### config.mk
export PLATFORM = sky130hd
export DESIGN_NAME = fp_status_trap_logic
export DESIGN_NICKNAME = d
export VERILOG_FILES = /design/src/hdl/fp_status_pkg.sv /design/src/hdl/fp_cmp_classify.sv /design/src/hdl/fp_status_trap_logic.sv
export VERILOG_INCLUDE_DIRS = /design/src /design/src/hdl
export SDC_FILE = /design/constraint.sdc
export NUM_CORES = 1
export LEC_CHECK = 0
export ABC_AREA = 1
export BUFFER_PORTS_ARGS = -buffer_cell sky130_fd_sc_hd__buf_4
export CAP_MARGIN = 20
export CORE_MARGIN = 1.5
export CORE_UTILIZATION = 45
export CTS_CLUSTER_DIAMETER = 120
export DETAILED_ROUTE_END_ITERATION = 8
export GPL_TIMING_DRIVEN = 0
export PLACE_DENSITY = 0.84
export SYNTH_ARGS = -nofsm -noshare
export SYNTH_HDL_FRONTEND = slang
export SYNTH_HIERARCHICAL = 1
export SYNTH_SLANG_ARGS = --single-unit
### constraint.sdc
create_clock -name clk -period 1.4 [get_ports clk]
set_clock_uncertainty 0.1 [all_clocks]
set_input_delay 0.14 -clock clk [delete_from_list [all_inputs] [get_ports clk]]
set_output_delay 0.14 -clock clk [all_outputs]
set_load 0.005 [all_outputs]
### src/hdl/fp_status_map.svh
// register layout and codes of the floating-point status register
`ifndef FP_STATUS_MAP_SVH
`define FP_STATUS_MAP_SVH
`define RD_HI        31
`define RD_LO        30
`define TEM_HI       27
`define TEM_LO       23
`define NS_BIT       22
`define VER_HI       19
`define VER_LO       17
`define FTT_HI       16
`define FTT_LO       14
`define FCC_HI       11
`define FCC_LO       10
`define AEXC_HI      9
`define AEXC_LO      5
`define CEXC_HI      4
`define CEXC_LO      0
`define FTT_NONE     3'h0
`define FTT_IEEE     3'h1
`define FTT_SEQ      3'h4
`define FCC_EQ       2'h0
`define FCC_LT       2'h1
`define FCC_GT       2'h2
`define FCC_UN       2'h3
`define EXC_NX       0
`define EXC_DZ       1
`define EXC_UF       2
`define EXC_OF       3
`define EXC_NV       4
`define RD_NEAREST   2'h0
`define RD_ZERO      2'h1
`define RD_POS       2'h2
`define RD_NEG       2'h3
`define FIELD_ZERO5  5'h00
`define FIELD_ZERO2  2'h0
`define FIELD_ZERO3  3'h0
`endif

### src/hdl/fp_status_pkg.sv
// types of the floating-point status block
package fp_status_pkg;
   typedef logic [4:0] exc_t;
   typedef enum logic [1:0] {
      OP_NONE,
      OP_ARITH,
      OP_COMPARE
   } op_kind_t;
endpackage

### src/hdl/fp_cmp_classify.sv
// compare outcome and invalid flag for the compare path
`timescale 1ns/1ns
`default_nettype none
`include "fp_status_map.svh"
module fp_cmp_classify
   import fp_status_pkg::*;
(
   input  wire logic       clk,
   input  wire logic       srst,
   input  wire logic       a_nan,
   input  wire logic       b_nan,
   input  wire logic       a_snan,
   input  wire logic       b_snan,
   input  wire logic       signal_qnan,
   input  wire logic       lt,
   input  wire logic       eq,
   output var  logic [1:0] cc_reg,
   output var  logic       invalid_reg
);
   typedef struct packed {
      logic [1:0] cc;
      logic       inv;
   } st_t;
   st_t s_reg;
   st_t s_next;
   always_comb begin
      s_next = s_reg;
      if (a_nan || b_nan) begin
         s_next.cc = `FCC_UN;
      end else if (eq) begin
         s_next.cc = `FCC_EQ;
      end else if (lt) begin
         s_next.cc = `FCC_LT;
      end else begin
         s_next.cc = `FCC_GT;
      end
      // signaling compare also faults on quiet nan
      s_next.inv = a_snan || b_snan || (signal_qnan && (a_nan || b_nan));
   end
   always_ff @(posedge clk) begin
      if (srst) begin
         s_reg <= '0;
      end else begin
         s_reg <= s_next;
      end
   end
   assign cc_reg      = s_reg.cc;
   assign invalid_reg = s_reg.inv;
endmodule
`default_nettype wire

### src/hdl/fp_status_trap_logic.sv
// floating-point status register, exception accumulation and trap generation
// How it works
// - round_dir field selects rounding direction
// - five trap enables gate exception traps
// - nonstandard flag always reads zero
// - trap kind held until store or operate
// - trap kind 0 none, 1 ieee, 4 sequence
// - issue while unit busy gives sequence error
// - queue store with empty queue gives sequence error
// - compares and status load write cond code, 0/1/2/3
// - cond branch decides from cond code only
// - any nan operand makes compare unordered
// - trapping compare leaves cond code unchanged
// - mask and current decide trap or accrue
// - accrued bits 9..5, current bits 4..0
// - each operate rewrites current exceptions fully
// - status load and store without privilege check
// - improper operand flags invalid exception
// - masked underflow also sets inexact
`timescale 1ns/1ns
`default_nettype none
`include "fp_status_map.svh"
module fp_status_trap_logic
   import fp_status_pkg::*;
#(
   parameter logic [2:0] VERSION = 3'h0 // arbitrary version value
)(
   input  wire logic        clk,
   input  wire logic        srst,
   input  wire logic        op_valid,
   input  wire logic        op_is_compare,
   input  wire logic [4:0]  op_exc,
   input  wire logic        cmp_a_nan,
   input  wire logic        cmp_b_nan,
   input  wire logic        cmp_a_snan,
   input  wire logic        cmp_b_snan,
   input  wire logic        cmp_signal,
   input  wire logic        cmp_lt,
   input  wire logic        cmp_eq,
   input  wire logic        unit_busy,
   input  wire logic        queue_not_empty,
   input  wire logic        store_queue,
   input  wire logic        load_status,
   input  wire logic [31:0] load_data,
   input  wire logic        store_status,
   input  wire logic        branch_valid,
   input  wire logic [3:0]  branch_cond,
   output var  logic [31:0] status_data,
   output var  logic        status_data_valid,
   output var  logic [1:0]  round_dir,
   output var  logic        fp_exception,
   output var  logic        branch_taken,
   output var  logic        branch_done
);
   typedef struct packed {
      logic [1:0]  rd;
      exc_t        tem;
      logic [2:0]  ftt;
      logic [1:0]  fcc;
      exc_t        aexc;
      exc_t        cexc;
      logic        cmp_pend;
      logic        cmp_trap;
      logic [31:0] rdata;
      logic        rvalid;
      logic        trap;
      logic        btaken;
      logic        bdone;
   } st_t;
   st_t s_reg;
   st_t s_next;
   logic [1:0] cmp_cc;
   logic       cmp_inv;
   logic [31:0] image;
   exc_t       new_exc;
   logic       fcc_match;
   // compare result lands one cycle after issue
   fp_cmp_classify u_cmp (
      .clk         (clk),
      .srst        (srst),
      .a_nan       (cmp_a_nan),
      .b_nan       (cmp_b_nan),
      .a_snan      (cmp_a_snan),
      .b_snan      (cmp_b_snan),
      .signal_qnan (cmp_signal),
      .lt          (cmp_lt),
      .eq          (cmp_eq),
      .cc_reg      (cmp_cc),
      .invalid_reg (cmp_inv)
   );
   always_comb begin
      image = '0;
      image[`RD_HI:`RD_LO]     = s_reg.rd;
      image[`TEM_HI:`TEM_LO]   = s_reg.tem;
      image[`NS_BIT]           = 1'b0;
      image[`VER_HI:`VER_LO]   = VERSION;
      image[`FTT_HI:`FTT_LO]   = s_reg.ftt;
      image[`FCC_HI:`FCC_LO]   = s_reg.fcc;
      image[`AEXC_HI:`AEXC_LO] = s_reg.aexc;
      image[`CEXC_HI:`CEXC_LO] = s_reg.cexc;
   end
   // branch conditions: 1..4 match fcc 0..3, 5 = not equal, 6 = ordered, 8 = always, 0 = never
   always_comb begin
      case (branch_cond)
         4'h0: fcc_match = 1'b0;
         4'h8: fcc_match = 1'b1;
         4'h1: fcc_match = (s_reg.fcc == `FCC_EQ);
         4'h2: fcc_match = (s_reg.fcc == `FCC_LT);
         4'h3: fcc_match = (s_reg.fcc == `FCC_GT);
         4'h4: fcc_match = (s_reg.fcc == `FCC_UN);
         4'h5: fcc_match = (s_reg.fcc != `FCC_EQ);
         4'h6: fcc_match = (s_reg.fcc != `FCC_UN);
         default: fcc_match = 1'b0;
      endcase
   end
   always_comb begin
      s_next = s_reg;
      new_exc = op_exc;
      s_next.rvalid = 1'b0;
      s_next.trap = 1'b0;
      s_next.bdone = branch_valid;
      s_next.btaken = branch_valid && fcc_match;
      if (op_exc[`EXC_UF] && !s_reg.tem[`EXC_UF]) begin
         new_exc[`EXC_NX] = 1'b1;
      end
      // compare: invalid known one cycle late, fcc held back until then
      s_next.cmp_pend = 1'b0;
      if (s_reg.cmp_pend) begin
         if (s_reg.tem[`EXC_NV] && cmp_inv) begin
            s_next.cexc = s_reg.cexc | (5'h01 << `EXC_NV);
            s_next.ftt = `FTT_IEEE;
            s_next.trap = 1'b1;
         end else begin
            s_next.fcc = cmp_cc;
            if (cmp_inv) begin
               s_next.cexc = s_reg.cexc | (5'h01 << `EXC_NV);
               s_next.aexc = s_reg.aexc | (5'h01 << `EXC_NV);
            end
         end
      end
      if (store_queue && !queue_not_empty) begin
         s_next.ftt = `FTT_SEQ;
         s_next.trap = 1'b1;
      end else if (op_valid && unit_busy) begin
         s_next.ftt = `FTT_SEQ;
         s_next.trap = 1'b1;
      end else if (op_valid) begin
         s_next.cexc = new_exc;
         // a compare trap landing this cycle keeps its trap kind
         if (!s_next.trap) begin
            s_next.ftt = `FTT_NONE;
         end
         if (op_is_compare) begin
            s_next.cmp_pend = 1'b1;
            s_next.cexc = new_exc & ~(5'h01 << `EXC_NV);
         end else if ((s_reg.tem & new_exc) != `FIELD_ZERO5) begin
            s_next.ftt = `FTT_IEEE;
            s_next.trap = 1'b1;
         end else begin
            s_next.aexc = s_reg.aexc | new_exc;
         end
      end
      // status transfers, no privilege checked
      if (store_status) begin
         s_next.rdata = image;
         s_next.rvalid = 1'b1;
         if (!s_next.trap) begin
            s_next.ftt = `FTT_NONE;
         end
      end
      if (load_status) begin
         s_next.rd = load_data[`RD_HI:`RD_LO];
         s_next.tem = load_data[`TEM_HI:`TEM_LO];
         s_next.fcc = load_data[`FCC_HI:`FCC_LO];
         s_next.aexc = load_data[`AEXC_HI:`AEXC_LO];
         s_next.cexc = load_data[`CEXC_HI:`CEXC_LO];
      end
   end
   always_ff @(posedge clk) begin
      if (srst) begin
         s_reg <= '0;
      end else begin
         s_reg <= s_next;
      end
   end
   always_comb begin
      status_data       = s_reg.rdata;
      status_data_valid = s_reg.rvalid;
      round_dir         = s_reg.rd;
      fp_exception      = s_reg.trap;
      branch_taken      = s_reg.btaken;
      branch_done       = s_reg.bdone;
   end
endmodule
`default_nettype wire

# [After elaboration in Yosys (flattened, before gate mapping)]
# Index checks and enable logic that the tools add are counted.
[word_totals] register_bits=52 out_inout_bits=38
[classes] bitwise_logic=3 muxes=35 n_eq_ne=12 reduce_logical=17
[op_table] op="2-to-1 mux 11 bit" count=3
[op_table] op="2-to-1 mux 10 bit" count=3
[op_table] op="2-to-1 mux 3 bit" count=9
[op_table] op="2-to-1 mux 15 bit" count=1
[op_table] op="2-to-1 mux 5 bit" count=3
[op_table] op="== test 4 x 3 -> 1 bit (second input constant)" count=3
[op_table] op="2-to-1 mux 12 bit" count=1
[op_table] op="2-to-1 mux 1 bit" count=9
[op_table] op="== test 4 x 2 -> 1 bit (second input constant)" count=2
[op_table] op="2-to-1 mux 7 bit" count=1
[op_table] op="one-hot mux 1 bit (7 select lines)" count=1
[op_table] op="logical AND 1 bit" count=6
[op_table] op="2-to-1 mux 2 bit" count=3
[op_table] op="2-to-1 mux 6 bit" count=1
[op_table] op="AND 5 bit" count=1
[op_table] op="bitwise OR 5 bit" count=1
[op_table] op="nonzero test 5 bit" count=1
[op_table] op="== test 2 bit (second input constant)" count=2
[op_table] op="== test 4 x 1 -> 1 bit (second input constant)" count=1
[op_table] op="== test 4 bit (second input constant)" count=1
[op_table] op="inequality test 2 bit (second input constant)" count=2
[op_table] op="nonzero test 2 bit" count=2
[op_table] op="OR reduction 4 bit" count=1
[op_table] op="logical OR 1 bit" count=3
[op_table] op="other kinds (5)" count=6

# [Depth between registers and ports, before layout]
# Gate-level depths: netlist of the first run.
[depth] depth_word=13 ltp_mapped=10

# [Hierarchy]
# Netlist of the first run, hierarchy kept.
[by_module_without_submodules] module="fp_status_trap_logic" cells_each=330 area_each_um2=2379.8 n_inst=1
[by_module_without_submodules] module="fp_cmp_classify" cells_each=12 area_each_um2=101.3 n_inst=1

# [Worst setup path after synthesis of the first run]
# Ideal clock, no wire load.
[synth_path] path_kind="register to register" from="register s_reg (netlist bit image[27])" to="register s_reg (netlist bit image[14])" setup_slack_ns=0.283 stages_incl_launch_ff=9 n_path_buf=0 t_arrival_ns=0.905 path_cell_list="dfxtp_1 nand2_1 nand2_1 nor2_4 nand2_2 nand2_1 nand3_1 nor2_2 nor2_1"
[synth_via] elab_chain_cells=11 elab_cells_between_ends=20 classes_between="mux (17); bitwise (1); reduce/logical (2)"
[synth_lines] element="from (decl)" line_no="fp_status_trap_logic.sv:70" rtl="st_t s_reg;"
[synth_lines] element="from (signal assigned)" line_no="fp_status_trap_logic.sv:183" rtl="s_reg <= s_next;"
[synth_lines] element="logical AND 1 bit" line_no="fp_status_trap_logic.sv:129" rtl="if (s_reg.tem[`EXC_NV] && cmp_inv) begin"
[synth_lines] element="2-to-1 mux 3 bit or 2-to-1 mux 1 bit (tied branches)" line_no="fp_status_trap_logic.sv:129"
[synth_lines] element="2-to-1 mux 15 bit or 2-to-1 mux 1 bit (tied branches)" line_no="fp_status_trap_logic.sv:128" rtl="if (s_reg.cmp_pend) begin"
[synth_lines] element="2-to-1 mux 3 bit" line_no="fp_status_trap_logic.sv:150" rtl="if (!s_next.trap) begin"
[synth_lines] element="2-to-1 mux 3 bit" line_no="fp_status_trap_logic.sv:156" rtl="end else if ((s_reg.tem & new_exc) != `FIELD_ZERO5) begin"
[synth_lines] element="2-to-1 mux 3 bit" line_no="fp_status_trap_logic.sv:153" rtl="if (op_is_compare) begin"
[synth_lines] element="2-to-1 mux 3 bit" line_no="fp_status_trap_logic.sv:147" rtl="end else if (op_valid) begin"
[synth_lines] element="2-to-1 mux 3 bit" line_no="fp_status_trap_logic.sv:144" rtl="end else if (op_valid && unit_busy) begin"
[synth_lines] element="2-to-1 mux 3 bit" line_no="fp_status_trap_logic.sv:141" rtl="if (store_queue && !queue_not_empty) begin"
[synth_lines] element="2-to-1 mux 3 bit" line_no="fp_status_trap_logic.sv:167" rtl="if (!s_next.trap) begin"
[synth_lines] element="2-to-1 mux 3 bit (*)" line_no="fp_status_trap_logic.sv:164" rtl="if (store_status) begin"
# Mark *: on every way between the ends. The rest lies on a longest branch, timed or not. The select of a mux whose other input is x is not followed.
# A chain may end at the register's enable or synchronous reset.

# [Final worst setup path of the first run]
[layout_path] from="register s_reg (netlist bit image[25])" to="register s_reg (netlist bit image[14])"
[layout_via] elab_chain_cells=12 elab_cells_between_ends=17 classes_between="mux (13); bitwise (1); reduce/logical (3)"
[layout_lines] element="zero test 1 bit" line_no="fp_status_trap_logic.sv:123" rtl="if (op_exc[`EXC_UF] && !s_reg.tem[`EXC_UF]) begin"
[layout_lines] element="logical AND 1 bit" line_no="fp_status_trap_logic.sv:123"
[layout_lines] element="2-to-1 mux 1 bit" line_no="fp_status_trap_logic.sv:123"
[layout_lines] element="AND 5 bit (*)" line_no="fp_status_trap_logic.sv:156"
[layout_lines] element="nonzero test 5 bit (no line) (*)"
[layout_lines] element="2-to-1 mux 3 bit or 2-to-1 mux 1 bit (tied branches)" line_no="fp_status_trap_logic.sv:156"
[layout_lines] element="2-to-1 mux 3 bit or 2-to-1 mux 1 bit (tied branches)" line_no="fp_status_trap_logic.sv:153"
[layout_lines] element="2-to-1 mux 3 bit or 2-to-1 mux 1 bit (tied branches)" line_no="fp_status_trap_logic.sv:147"
[layout_lines] element="2-to-1 mux 3 bit or 2-to-1 mux 1 bit (tied branches)" line_no="fp_status_trap_logic.sv:144"
[layout_lines] element="2-to-1 mux 3 bit or 2-to-1 mux 1 bit (tied branches)" line_no="fp_status_trap_logic.sv:141"
[layout_lines] element="2-to-1 mux 3 bit" line_no="fp_status_trap_logic.sv:167"
[layout_lines] element="2-to-1 mux 3 bit (*)" line_no="fp_status_trap_logic.sv:164"
# Mark *: on every way between the ends. The rest lies on a longest branch, timed or not.

==> results of run 1 <==
[metrics by stage]
step | util [%] | cell area, um^2
final | 64.4 | 3350
after global routing | 64.4 | 3350
after CTS | 64.3 | 3350
after detailed placement | 60.4 | 3140
after global placement | 60.4 | 3140
after floorplan | - | 2510
[cell families (layout without fill, tap and decap cells)]
kind of cell,after synthesis,in the layout
compound gates,58,58
buf+inv,81,171
flops,52,52
other cells,1,10
simple gates,150,150
[synth_stat cells]
master                     count  area, um^2
sky130_fd_sc_hd__buf_6         2        22.5
sky130_fd_sc_hd__clkbuf_1      2        7.51
sky130_fd_sc_hd__nand3_2       1        10.0
sky130_fd_sc_hd__conb_1        1        3.75
sky130_fd_sc_hd__nor2_4        5        56.3
sky130_fd_sc_hd__nand2_2       6        37.5
sky130_fd_sc_hd__nor3_1        2        10.0
sky130_fd_sc_hd__o221ai_1      2        17.5
sky130_fd_sc_hd__clkinv_1      1        3.75
sky130_fd_sc_hd__buf_2         6        30.0
sky130_fd_sc_hd__nand3_1       9        45.0
sky130_fd_sc_hd__nor2_1       62         233
sky130_fd_sc_hd__nand4_1       4        25.0
sky130_fd_sc_hd__inv_1        31         116
sky130_fd_sc_hd__o21ai_0      37         185
sky130_fd_sc_hd__o21ai_1       1        5.00
sky130_fd_sc_hd__nand3b_1      1        7.51
sky130_fd_sc_hd__buf_4        35         263
sky130_fd_sc_hd__buf_8         1        15.0
sky130_fd_sc_hd__nor2_2        1        6.26
sky130_fd_sc_hd__a21oi_1      16        80.1
sky130_fd_sc_hd__o31ai_1       1        7.51
sky130_fd_sc_hd__nand2_4       1        11.3
sky130_fd_sc_hd__o21bai_1      1        7.51
sky130_fd_sc_hd__or2_0         1        6.26
sky130_fd_sc_hd__inv_4         1        6.26
sky130_fd_sc_hd__nand2_1      57         214
sky130_fd_sc_hd__dfxtp_1      52        1040
sky130_fd_sc_hd__inv_2         2        7.51
[area by class of cell]
cell class              count  area [um^2]
clock buffers               7         86.3
clock inverters             1         7.51
multi-input cells         218         1020
fillers                   469         1850
repair buffers             82          641
flip-flops and latches     52         1040
inverters                  35          134
well taps                  70         87.6
plain buffers              46          338
[worst reg2reg max path: cells and delay by family, from the launching register on]
family / cells / cell delay, ns
buffers and inverters: 1 / 0.07
AND/OR/NAND/NOR: 8 / 0.69
flip-flops: 1 / 0.34
[repair_timing]
| item | 4_1_cts | 5_1_grt |
|---|---|---|
| endpoints found under the hold margin | 11 | 0 |
| hold buffers | 11 | 0 |
| buffers inserted | 0 | 0 |
| gates resized for setup | 0 | 5 |
| endpoints found under the setup margin | 0 | 3 |
[power groups by stage]
stage	Sequential, mW	Clock, mW	Combinational, mW
2_1_floorplan	1.64	0	0.361
3_3_place_gp	1.65	0	0.597
3_5_place_dp	1.66	0	0.611
4_1_cts	1.62	0.886	0.638
5_1_grt	1.64	0.949	0.710
6_report	1.62	0.883	0.642
[routing by layer]
layer	global-route usage, %	vias up	routed length, um
li1	-	1224	-
met1	25.9	1075	2650
met2	36.9	85	3060
met3	4.29	6	409
met4	6.73	0	65
met5	0	-	0
[path summary, 6_finish.rpt]
path                 startpoint               to  slack [ns]  cells past startpoint
setup / recovery      image[25]        image[14]        0.11                      9
hold / removal    op_is_compare        s_reg[37]       0.006                      3
hold reg to reg       image[15]  status_data[15]        0.38                      2
setup reg to reg      image[25]        image[14]        0.11                      9
==> impl_metrics.tcl, run 1 <==
set metrics [dict create \
    fin_nets 498 \
    setup-tns-final_ns 0 \
    die_h_um 77.3 \
    layout_commonest_cell "sky130_fd_sc_hd__buf_4" \
    synth_area_um2 2480 \
    final_cell_count_no_fill 511 \
    synthXorXnorAreaFrac_pct 0 \
    switching_share_pct 26.4 \
    muxShareOfSynthArea_pct 0 \
    run_status "finished clean" \
    highest_clock_rate_ghz 0.777 \
    clock_tree_root "sky130_fd_sc_hd__clkbuf_8" \
    final.min_clock_period_ns 1.29 \
    grt_overflow 0 \
    min-delay-path-class "input pin to register" \
    syn_area_per_cell_um2 7.25 \
    holdWs_ns 0.00616 \
    drt_pre_antenna_iters 4 \
    cts_max_path_buffers 2 \
    crit_path_start_kind "register" \
    postRouteWirelength_mm 6.18 \
    rsz0062_at_grt "no" \
    dominant_combinational_cell_family_by_area_after_synthesis "simple AND/OR/NAND/NOR gates" \
    timing.final.crit_share_pct 91.9 \
    cts-buffers-inserted 5 \
    seq_power_share_pct 51.6 \
    power.share.clock_pct 28.0 \
    totalPowerFinal_mw 3.15 \
    antennaDiodeCount 0 \
    number_of_antenna_violations_at_the_first_check_in_global_routing 0 \
    power_dens_cells_nw_per_um2 939 \
    numPlacedInstances 493 \
    grt_first_pass_wirelength_mm 10.0 \
    place.detailed.hpwl_mm 4.62 \
    worst_slew_margin_rel_pct 61.8 \
    gate_power_share_pct 20.4 \
    die_w_um 77.3 \
    crit_type "register to register" \
    core_um2 5200 \
    peakVddDrop_v 0.000491 \
    floorplan_die_area_um2 5970 \
    start_util_pct 47.7 \
    core.rowCount 26 \
    synth-simple-area-share_pct 26.7 \
    clk_latency_ns 0.30 \
    leakagePower_nw 1.75 \
    post-route-worst-setup-slack_ns 0.113 \
    max_cap_violations 0 \
    yosys_register_bits 52 \
    buffer_and_inverter_count_on_the_worst_path 1 \
    timing.critical_path.slowest_stage_cell "sky130_fd_sc_hd__dfxtp_2" \
    drt-vias-per-instance 4.68 \
    clk_pin_slew_ns 0.09 \
    synth_compound_gate_area_share_pct 12.2 \
    routed-via-count 2390 \
    cell_chain_of_the_critical_path "inv_1 -> nand2_1 -> nand2_2 -> nand2_4 -> nand2_2 -> nand2_1 -> nand3_2 -> nor2_2 -> nor2_1" \
    grt_start_max_net_pins 16 \
    globalplace.congestion 0.915 \
    yosysSeqAreaShare_pct 42.0 \
    detailedRoute.firstIterationViolations 177 \
    required_ns 1.50 \
    cts_tree "yes" \
    detail-route-antenna-nets 0 \
    place_ws_ns 0.0912 \
    layout-area-overhead-vs-synth_pct 35.1 \
    power.internal_mw 2.32 \
    switchingPower_mw 0.833 \
    finalMaxSlewViolations 0 \
    worst_path_largest_cell_delay_ns 0.34 \
    io_pins 96 \
    timing.final.hold_violations 0 \
    cp_data_arrival_time_ns 1.39 \
    io_buffers 72 \
    most_used_cells_in_the_layout_excluding_fill_and_tap_cells "sky130_fd_sc_hd__buf_4 (107), sky130_fd_sc_hd__nor2_1 (62), sky130_fd_sc_hd__nand2_1 (57), sky130_fd_sc_hd__dfxtp_1 (50), sky130_fd_sc_hd__o21ai_0 (37)" \
    worstPathMaxFanout 3 \
    synth-warning-count 6 \
    groute.usage.overall_pct 21.2 \
    setup_viol 0 \
    routedWlPerCell_um 12.1 \
    worst_setup_path_end_kind "register" \
    synth_adder_area_share_pct 0 \
    cell_class_contributing_the_biggest_share_of_worst_path_delay "simple AND/OR/NAND/NOR gates" \
    flip_flop_count_of_the_largest_register_after_layout 22 \
    worst_slew_pin_slew_ns 0.573 \
    drc 0 \
    netlist-cell-type-count 29 \
    post_synth_inst_count 342 \
    clock_sinks 52 \
    number_of_global_route_vias_before_repair 2226 \
    h-tree-depth 2 \
    drive_gt1_share_pct 32.7 \
]
Note: power is estimated with default switching activity, not from simulation.
==> run 2, diff against run 1 <==
--- a/config.mk
+++ b/config.mk
@@ -14,6 +14,7 @@
 export CTS_CLUSTER_DIAMETER = 120
 export DETAILED_ROUTE_END_ITERATION = 8
 export GPL_TIMING_DRIVEN = 0
+export MAX_ROUTING_LAYER = met4
 export PLACE_DENSITY = 0.84
 export SYNTH_ARGS = -nofsm -noshare
 export SYNTH_HDL_FRONTEND = slang
==> run 2 against run 1 <==
Compared with the run above: sequential cell count unchanged; utilization up 0.38 points; setup slack worse by 0.061 ns; via count about the same; first-iteration DRC count decreased by 29%; sequential share of layout area is 0.18 points lower; combinational power grew 0.8%; critical path type is now input pin to register.
==> impl_metrics.tcl, run 2 (synthesis results as in run 1) <==
set metrics [dict create \
    worst_slew_pin_slew_ns 0.540 \
    layout_commonest_cell "sky130_fd_sc_hd__buf_4" \
    place.detailed.hpwl_mm 4.64 \
    number_of_global_route_vias_before_repair 2350 \
    clock_tree_root "sky130_fd_sc_hd__clkbuf_8" \
    switching_share_pct 26.1 \
    layout-area-overhead-vs-synth_pct 36.0 \
    post-route-worst-setup-slack_ns 0.0521 \
    power.share.clock_pct 27.8 \
    drive_gt1_share_pct 32.0 \
    peakVddDrop_v 0.000466 \
    core.rowCount 26 \
    number_of_antenna_violations_at_the_first_check_in_global_routing 0 \
    place_ws_ns 0.101 \
    final_cell_count_no_fill 514 \
    finalMaxSlewViolations 0 \
    max_cap_violations 0 \
    crit_path_start_kind "input pin" \
    drt-vias-per-instance 4.65 \
    detailedRoute.firstIterationViolations 125 \
    most_used_cells_in_the_layout_excluding_fill_and_tap_cells "sky130_fd_sc_hd__buf_4 (107), sky130_fd_sc_hd__nor2_1 (62), sky130_fd_sc_hd__nand2_1 (56), sky130_fd_sc_hd__dfxtp_1 (50), sky130_fd_sc_hd__o21ai_0 (37)" \
    switchingPower_mw 0.821 \
    fillers 488 \
    gate_power_share_pct 20.6 \
    clk_latency_ns 0.30 \
    postCtsSetupBuffers 0 \
    floorplan_die_area_um2 5970 \
    fin_nets 501 \
    final.min_clock_period_ns 1.35 \
    cp_data_arrival_time_ns 1.50 \
    power.internal_mw 2.32 \
    worst_slew_margin_rel_pct 64.0 \
    highest_clock_rate_ghz 0.742 \
    h-tree-depth 2 \
    globalplace.congestion 0.930 \
    power_dens_cells_nw_per_um2 932 \
    antennaDiodeCount 0 \
    routedWlPerCell_um 12.0 \
    clk_pin_slew_ns 0.09 \
    wl_met3_um 359 \
    start_util_pct 47.7 \
    setup_viol 0 \
    cts_tree "yes" \
    crit_type "input pin to register" \
    detail-route-antenna-nets 0 \
    wirelength_met1_mm 2.66 \
    flip_flop_count_of_the_largest_register_after_layout 22 \
    totalPowerFinal_mw 3.14 \
    core_um2 5200 \
    worstPathMaxFanout 3 \
    grt_first_pass_wirelength_mm 10.3 \
    io_pins 96 \
    timing.final.crit_share_pct 96.3 \
    leakagePower_nw 1.76 \
    timing.final.hold_violations 0 \
    die_w_um 77.3 \
    drc 0 \
    groute.usage.overall_pct 21.9 \
    min-delay-path-class "input pin to register" \
    numPlacedInstances 493 \
    grt_overflow 0 \
    run_status "finished clean" \
    wl_met2_mm 3.11 \
    cts-buffers-inserted 5 \
    required_ns 1.55 \
    cts_max_path_buffers 2 \
    routed-via-count 2389 \
    rsz0062_at_grt "yes" \
    clock_sinks 52 \
    worst_setup_path_end_kind "register" \
    grt_start_max_net_pins 15 \
    postRouteWirelength_mm 6.17 \
    route.top_layer_used "met4" \
    io_buffers 72 \
    seq_power_share_pct 51.6 \
    drt_pre_antenna_iters 4 \
    die_h_um 77.3 \
]
-- run 2: final timing paths --
check | start | end | slack [ns] | cells after the start
max reg2reg | image[25] | image[14] | 0.11 | 9
min | load_data[9] | image[9] | 0.02 | 3
max | srst | u_cmp/invalid_reg | 0.05 | 4
min reg2reg | image[15] | status_data[15] | 0.37 | 2
-- run 2: layout make-up --
class                      count  area (um^2)  area share (%)
tap                           70         87.6            2.60
multi-input combinational    218         1010            29.9
clock buffer                   8         90.1            2.67
timing repair buffer          85          671            19.9
buffer                        46          338            10.0
inverter                      35          134            3.97
sequential                    52         1040            30.9
-- run 2: what timing repair did --
item | 4_1_cts | 5_1_grt
resized for setup | 0 | 4
hold buffers | 13 | 0
endpoints found under the setup margin | 0 | 5
endpoints found under the hold margin | 12 | 0
-- run 2: through the flow --
stage	utilization [%]	area (um^2)	hold slack, ns	setup TNS, ns
after global routing	64.8	3370	0.0311	-0.0142
after floorplan	-	2510	0.109	0
final	64.8	3370	0.0200	0
after global placement	60.4	3140	0.227	0
after detailed placement	60.4	3140	0.224	0
after CTS	64.6	3360	0.0151	0
-- run 2: critical path, stage by stage --
cell,delay (ns)
sky130_fd_sc_hd__buf_4,0.11
sky130_fd_sc_hd__dlygate4sd3_1,0.59
sky130_fd_sc_hd__a21oi_1,0.12
sky130_fd_sc_hd__dlygate4sd3_1,0.54
-- run 2: power groups by stage --
stage	combinational, mW	sequential, mW	clock, mW
2_1_floorplan	0.361	1.64	0
3_5_place_dp	0.610	1.66	0
3_3_place_gp	0.598	1.65	0
5_1_grt	0.718	1.63	0.943
6_report	0.647	1.62	0.875
4_1_cts	0.643	1.62	0.885
-- run 2: per-layer routing --
| metal | track usage [%] | up-vias |
|---|---|---|
| met5 | - | - |
| met3 | 4.29 | 5 |
| met4 | 4.55 | 0 |
| met2 | 38.4 | 75 |
| met1 | 25.8 | 1077 |
| li1 | - | 1232 |
